### src/core/prs_pkg.sv
package prs_pkg;

  // clock rates
  localparam int unsigned MCLK_HZ      = 100_000_000;
  localparam int unsigned LINK_HZ_FAST = 50_000_000;
  localparam int unsigned LINK_HZ_SLOW = 5_000_000;

  // divider width and half-period counts of the link clock
  localparam int unsigned DIV_W = 4;
  localparam logic [DIV_W-1:0] HALF_FAST =
    DIV_W'(MCLK_HZ / (2 * LINK_HZ_FAST));
  localparam logic [DIV_W-1:0] HALF_SLOW =
    DIV_W'(MCLK_HZ / (2 * LINK_HZ_SLOW));

  // noise filter on the reset/sync line, least width rounds up
  localparam int unsigned NOISE_NS  = 200;
  localparam int unsigned NOISE_CYC =
    (NOISE_NS * (MCLK_HZ / 1_000_000) + 999) / 1000;

  // pulse width counter, saturating
  localparam int unsigned WID_W = 5;
  localparam logic [WID_W-1:0] WID_MAX   = 5'h1F;
  localparam logic [WID_W-1:0] NOISE_MIN = WID_W'(NOISE_CYC);

  // link-clock rises seen while the line is high, saturating at two
  localparam logic [1:0] HI_ONE = 2'h1;
  localparam logic [1:0] HI_MAX = 2'h2;

  // length of the reset issued by the management reset bit
  localparam logic [4:0] SOFT_RST_CYC = 5'h10;

  // link word bit counter
  localparam int unsigned      BIT_W    = 3;
  localparam logic [BIT_W-1:0] BIT_LAST = 3'h7;

  // values after reset
  localparam logic [DIV_W-1:0] DIV_RST  = 4'h0;
  localparam logic [BIT_W-1:0] BIT_RST  = 3'h7;
  localparam logic [WID_W-1:0] WID_RST  = 5'h00;

  // operating mode as seen by the link clock generator
  typedef struct packed {
    logic speed_100;
    logic low_power;
  } prs_mode_s;

endpackage

### src/core/prs_link_core.sv
`timescale 1ns/1ns

// Function
// - one-clock sync pulse aligns word boundaries
// - line held beyond one clock resets device
// - pulses under 200 ns never reset the device
// - management reset bit resets like hardware
// - 100 Mb/s mode drives 50 MHz clock
// - 10 Mb/s mode drives 5 MHz clock
// - link clock stops only while CE is low or the internal reset holds (RST_N low, then two clocks more)
// - reduced power keeps 5 MHz clock
module prs_link_core (
  // clock, enable and reset
  input  wire logic                     MCLK,
  input  wire logic                     CE,
  input  wire logic                     RST_N,
  // host reset/sync pin
  input  wire logic                     HOST_RESET_SYNC_LINE,
  // operating mode from the device's own logic
  input  wire logic                     SPEED_100,
  input  wire logic                     LOW_POWER,
  // management control register zero, reset bit written as one
  input  wire logic                     MGMT_RESET_WR,
  // link clock toward the host
  output logic                          PHY_LINK_CLOCK_OUT,
  // device-wide reset and word alignment
  output logic                          DEVICE_RESET,
  output logic                          WORD_SYNC,
  output logic [prs_pkg::BIT_W-1:0]     WORD_BIT
);

  logic                         rst_meta_reg;
  logic                         rst_n_i;
  logic                         line_meta_reg;
  logic                         line_reg;
  logic                         line_d_reg;
  logic [prs_pkg::DIV_W-1:0]    div_reg;
  logic [prs_pkg::DIV_W-1:0]    half_reg;
  logic                         lclk_reg;
  logic [prs_pkg::WID_W-1:0]    wid_reg;
  logic [1:0]                   hi_reg;
  logic                         hw_rst_reg;
  logic [4:0]                   soft_reg;
  logic                         dev_rst_reg;
  logic                         sync_reg;
  logic [prs_pkg::BIT_W-1:0]    bit_reg;
  prs_pkg::prs_mode_s           mode;

  // reset release through two flops
  always_ff @(posedge MCLK or negedge RST_N)
  begin
    if (!RST_N)
    begin
      rst_meta_reg <= 1'b0;
      rst_n_i      <= 1'b0;
    end
    else if (CE)
    begin
      rst_meta_reg <= 1'b1;
      rst_n_i      <= rst_meta_reg;
    end
  end

  // pin synchroniser; only line_reg and line_d_reg are read by logic
  always_ff @(posedge MCLK or negedge rst_n_i)
  begin
    if (!rst_n_i)
    begin
      line_meta_reg <= 1'b0;
      line_reg      <= 1'b0;
      line_d_reg    <= 1'b0;
    end
    else if (CE)
    begin
      line_meta_reg <= HOST_RESET_SYNC_LINE;
      line_reg      <= line_meta_reg;
      line_d_reg    <= line_reg;
    end
  end

  // mode decode and link clock divider terms
  wire                       tick      = (div_reg == half_reg - 4'h1);
  wire                       rise      = tick & ~lclk_reg;
  wire                       fast_sel  = mode.speed_100 & ~mode.low_power;
  wire [prs_pkg::DIV_W-1:0]  half_sel  = fast_sel ? prs_pkg::HALF_FAST
                                                  : prs_pkg::HALF_SLOW;
  wire [prs_pkg::DIV_W-1:0]  div_next  = tick ? prs_pkg::DIV_RST
                                              : div_reg + 4'h1;
  assign mode.speed_100 = SPEED_100;
  assign mode.low_power = LOW_POWER;

  // free-running link clock; rate changes only at a falling edge so no
  // short phase ever leaves the pin, and device reset does not stop it
  always_ff @(posedge MCLK or negedge rst_n_i)
  begin
    if (!rst_n_i)
    begin
      div_reg  <= prs_pkg::DIV_RST;
      half_reg <= prs_pkg::HALF_SLOW;
      lclk_reg <= 1'b0;
    end
    else if (CE)
    begin
      div_reg <= div_next;
      if (tick)
        lclk_reg <= ~lclk_reg;
      if (tick && lclk_reg)
        half_reg <= half_sel;
    end
  end

  // pulse measurement on the synchronised line
  wire       fall_w    = line_d_reg & ~line_reg;
  wire [prs_pkg::WID_W-1:0] sync_min =
    prs_pkg::WID_W'({half_reg, 1'b0} - 5'h01);
  wire       sync_det  = fall_w && (hi_reg == prs_pkg::HI_ONE)
                         && (wid_reg >= sync_min);
  wire       hw_rst_set = line_reg && (hi_reg == prs_pkg::HI_MAX)
                          && (wid_reg >= prs_pkg::NOISE_MIN);
  wire       hw_rst_next = line_reg & (hw_rst_reg | hw_rst_set);
  wire [4:0] soft_next = MGMT_RESET_WR ? prs_pkg::SOFT_RST_CYC
                         : (soft_reg != 5'h00) ? soft_reg - 5'h01
                                               : 5'h00;
  wire       dev_rst_next = hw_rst_next | MGMT_RESET_WR
                            | (soft_next != 5'h00);

  // width and rise counters, cleared whenever the line is low
  always_ff @(posedge MCLK or negedge rst_n_i)
  begin
    if (!rst_n_i)
    begin
      wid_reg <= prs_pkg::WID_RST;
      hi_reg  <= 2'h0;
    end
    else if (CE)
    begin
      if (!line_reg)
      begin
        wid_reg <= prs_pkg::WID_RST;
        hi_reg  <= 2'h0;
      end
      else
      begin
        if (wid_reg != prs_pkg::WID_MAX)
          wid_reg <= wid_reg + 5'h01;
        if (rise && hi_reg != prs_pkg::HI_MAX)
          hi_reg <= hi_reg + 2'h1;
      end
    end
  end

  // device reset: held while a long pulse lasts, or a fixed stretch
  // after the management reset bit is written
  always_ff @(posedge MCLK or negedge rst_n_i)
  begin
    if (!rst_n_i)
    begin
      hw_rst_reg  <= 1'b0;
      soft_reg    <= 5'h00;
      dev_rst_reg <= 1'b1;
    end
    else if (CE)
    begin
      hw_rst_reg  <= hw_rst_next;
      soft_reg    <= soft_next;
      dev_rst_reg <= dev_rst_next;
    end
  end

  // word alignment; the bit counter parks on the last bit so the first
  // link rise after a sync carries bit zero of the next word
  always_ff @(posedge MCLK or negedge rst_n_i)
  begin
    if (!rst_n_i)
    begin
      sync_reg <= 1'b0;
      bit_reg  <= prs_pkg::BIT_RST;
    end
    else if (CE)
    begin
      sync_reg <= sync_det & ~dev_rst_next;
      if (dev_rst_next || sync_det)
        bit_reg <= prs_pkg::BIT_LAST;
      else if (rise)
        bit_reg <= bit_reg + 3'h1;
    end
  end

  assign PHY_LINK_CLOCK_OUT = lclk_reg;
  assign DEVICE_RESET       = dev_rst_reg;
  assign WORD_SYNC          = sync_reg;
  assign WORD_BIT           = bit_reg;

  // cycles since the link clock last changed, for the liveness check
  logic [4:0] stall_reg;
  always_ff @(posedge MCLK or negedge rst_n_i)
  begin
    if (!rst_n_i)
      stall_reg <= 5'h00;
    else if (CE)
      stall_reg <= tick ? 5'h00 : stall_reg + 5'h01;
  end

  // a sync was reported and no link rise has come since; the restart
  // check must span the gap, since in slow mode the rise comes late
  logic       sync_wait_reg;
  always_ff @(posedge MCLK or negedge rst_n_i)
  begin
    if (!rst_n_i)
      sync_wait_reg <= 1'b0;
    else if (CE)
      sync_wait_reg <= (sync_wait_reg | sync_reg) & ~rise;
  end
endmodule

### config.mk
export PLATFORM = sky130hd
export DESIGN_NAME = prs_link_core
export DESIGN_NICKNAME = d
export VERILOG_FILES = /design/src/core/prs_pkg.sv /design/src/core/prs_link_core.sv
export SDC_FILE = /design/constraint.sdc
export NUM_CORES = 1
export LEC_CHECK = 0
export ABC_CLOCK_PERIOD_IN_PS = 900
export BUFFER_PORTS_ARGS = -buffer_cell sky130_fd_sc_hd__buf_2
export CAP_MARGIN = 20
export CORE_ASPECT_RATIO = 0.75
export CORE_MARGIN = 2
export CORE_UTILIZATION = 53
export DETAILED_ROUTE_END_ITERATION = 8
export GPL_TIMING_DRIVEN = 0
export PLACE_DENSITY = 0.77
export SETUP_SLACK_MARGIN = 0.3
export SLEW_MARGIN = 25
export SYNTH_ARGS = -nofsm -noshare
export SYNTH_HDL_FRONTEND = slang
export SYNTH_SLANG_ARGS = --single-unit
export TNS_END_PERCENT = 1
### constraint.sdc
create_clock -name MCLK -period 0.9 [get_ports MCLK]
set_clock_uncertainty 0.1 [all_clocks]
set_input_delay 0.045 -clock MCLK [delete_from_list [all_inputs] [get_ports MCLK]]
set_output_delay 0.045 -clock MCLK [all_outputs]
set_load 0.01 [all_outputs]
==> out/qor.yml <==
crit_path_max_incr_delay_ps: 520
fin_crit_share_pct: 263
grt_pass1_wl_um: 6170
htreeDepth: 2
rsz_0062_raised_after_global_routing: "true"
r2r_slack_ps: -1460
dr.pass1.iters: 4
synthesis.area_mm2: 0.00177
leading_cell_type_in_the_layout_fill_and_taps_excluded: "dfrtp_1"
detailedPlace.worstSlack_ps: -1440
timing.critical_path.from_type: "flop"
power.leakage_nw: 0.931
fp.dieArea_mm2: 0.00383
post_synth.cell_area_avg_um2: 10.1
insertedDiodeCount: 0
floorplan.initialDensity_pct: 54.6
grt_max_degree: 30
ys.warnings.count: 0
cts.sinks: 30
slowest_stage: "dfstp_2"
total_congestion_overflow: 0
mostFrequentLayoutCells: "20 x dfrtp_1, 12 x inv_1, 11 x nand2_1"
worst_path_dominant_cell_family: "simple AND/OR/NAND/NOR gates"
critical_path_cell_by_cell: "inv_2 -> ha_4 -> ha_1 -> o21ai_1 -> nor2_1 -> o31a_1 -> or4b_1 -> o221a_2"
routed-via-count: 1387
maxSlewViolCount: 0
cts_hold_buffers: 1
final_cells: 236
rows: 18
outcome: "finished with violations"
clkTransAtPathRegs_ps: 60
hold_violations: 4
synthDistinctLibCells: 51
finalWorstPathRequiredPeriod_ps: 2360
violations_in_the_final_reports: "negative hold slack, negative setup slack"
port-buffer-count: 12
worstReg2RegStart: "half_reg[1]$_DFFE_PN1P_"
timing.max_cap.violations: 0
fp.dieH_um: 54.1
dp.cells: 227
antenna_found_initial: 0
p_total_mw: 5.36
drc_errors: 0
flop_and_latch_count_out_of_synthesis: 30
areaGrowthSynthToFinish_pct: 21.5
vdd.ir_drop.worst_mv: 1.90
cts_root_buffer: "clkbuf_8"
cts_tree: "built"
cp_bufs_invs: 1
final_layout_size_suffix_gt1_share_pct: 32.7
timing.hold.worst_endpoint: "line_meta_reg$_DFFE_PN0P_"
number_of_enable_type_register_cells_in_the_synthesized_netlist: 0
synth-main-ff-cell: "dfrtp_1"
min-delay-path-class: "in2reg"
dieWidth_um: 70.8
fmax_mhz: 423
boundaryPins: 13
timing.critical_path.required_ps: 1000
power.internal_mw: 3.37
initialDrtViolationCount: 89
ant_nets: 0
tritoncts.num_buffers: 5
post_synth_net_total: 196
critical_path.endpoint_type: "flop"
power_density_over_the_cells_mw_per_mm2: 2490
place.gp.congestion: 0.843
netlist_instances: 175
rr_worst_depth: 8
share_comb_of_total_power_pct: 40.2
crit_type: "reg2reg"
fin_hold_ws_ps: -98.6
ctsLongestPathBuffers: 2
hold_depth: 2
seqPwrFrac_pct: 39.1
timing.final.ws_setup_ps: -1460
worstPathArrival_ps: 2470
coreArea_mm2: 0.00324
postCtsSetupRepairBufs: 0
async_set_or_reset_flop_fraction_in_the_synthesized_netlist_pct: 100
final_net_count: 216
worst-slew-pin-transition_ps: 411
dp.final_hpwl_um: 2670
netSwitchingPower_mw: 1.99
worst-path-max-fanout: 3
post_drt_via_cell_ratio: 5.88
clockPowerShare_pct: 20.7
ys_seq_area_share_pct: 42.7
grt_pass1_vias: 1283
sw_frac_of_total_pct: 37.1
r2r_end: "WORD_BIT[1]$_DFFE_PN1P_"
drt_wl_total_um: 3920
skew_pair_late_insertion_delay_ps: 280
holdCritStartpoint: "HOST_RESET_SYNC_LINE"
maxSlewHeadroom_pct: 72.4
number_of_endpoints_failing_setup_at_the_final_stage: 32
worst_setup_path_startpoint: "half_reg[1]$_DFFE_PN1P_"
detail_route.wl_per_cell_um: 16.6
global_routing_usage_summed_across_all_routing_layers_pct: 21.6
stage by stage:
| step | utilization [%] | area (µm²) | TNS (ps) |
|---|---|---|---|
| floorplan | - | 1800 | -22390 |
| global placement | 58.8 | 1910 | -35170 |
| detailed placement | 58.8 | 1910 | -25800 |
| CTS | 65.0 | 2110 | -22890 |
| global route | 66.4 | 2150 | -25030 |
| finish | 66.4 | 2150 | -22520 |
routing by layer:
layer | GRT usage, % | up-vias | routed length [µm]
li1 | - | 666 | -
met1 | 28.5 | 681 | 1850
met2 | 35.7 | 40 | 1890
met3 | 5.99 | 0 | 176
met4 | 5.97 | 0 | 0
met5 | 0 | - | 0
final cells by class:
class                   instances  area [µm²]
inverters                      17        66.3
plain buffers                   8        91.3
repair buffers                 13        95.1
clock buffers                   8        90.1
well taps                      40        50.0
multi-input cells             120         993
fillers                       244        1090
flip-flops and latches         30         766
cell usage after synthesis, types with 2 or more instances:
cell type / n / area share, %
o22ai_1: 3 / 1.1
nand3b_1: 3 / 1.3
a22o_1: 5 / 2.5
ha_1: 14 / 9.9
nand2b_1: 2 / 0.71
o31a_1: 2 / 0.99
nor2_1: 7 / 1.5
o21ai_0: 8 / 2.3
mux2i_1: 2 / 1.1
mux2_2: 2 / 1.3
dfrtp_1: 25 / 35
dfstp_2: 5 / 7.4
nor3_1: 3 / 0.85
buf_12: 2 / 2.3
o21ai_1: 8 / 2.3
a21o_1: 3 / 1.3
clkbuf_1: 5 / 1.1
nand3_1: 6 / 1.7
nand2_1: 13 / 2.8
xor2_1: 4 / 2.0
a21oi_1: 7 / 2.0
nor4_1: 2 / 0.71
inv_1: 16 / 3.4
worst max path at each step:
stage	slack, ps	depth (start not counted)	to
6_report	-1460	8	WORD_BIT[1]$_DFFE_PN1P_
5_1_grt	-1520	8	WORD_BIT[1]$_DFFE_PN1P_
4_1_cts	-1430	8	WORD_BIT[1]$_DFFE_PN1P_
2_1_floorplan	-1280	8	WORD_BIT[1]$_DFFE_PN1P_
3_5_place_dp	-1440	8	WORD_BIT[1]$_DFFE_PN1P_
3_3_place_gp	-1380	8	WORD_BIT[1]$_DFFE_PN1P_
kinds of logic (layout without fill, tap and decap cells):
family | after synthesis | count (layout) | synth area share, %
compound gates | 49 | 49 | 19.9
xor+xnor | 5 | 5 | 2.47
fa+ha+maj | 14 | 14 | 9.89
buf+inv | 25 | 46 | 7.70
flops | 30 | 30 | 42.7
mux | 4 | 4 | 2.40
simple gates | 48 | 48 | 14.9
power by group through the flow:
stage | clock (mW) | combinational [mW] | sequential, mW
finish | 1.11 | 2.15 | 2.10
global route | 1.19 | 2.38 | 2.15
CTS | 1.12 | 2.09 | 2.08
detailed placement | 0 | 1.92 | 2.06
global placement | 0 | 1.80 | 2.04
floorplan | 0 | 1.52 | 2.00
repair_timing:
action / CTS / global route
gates resized for setup: 28 / 13
setup endpoints to repair: 64 / 64
pin swaps: 9 / 4
hold endpoints to repair: 5 / 5
cloned: 0 / 0
Power figures use the tool's default switching activity.
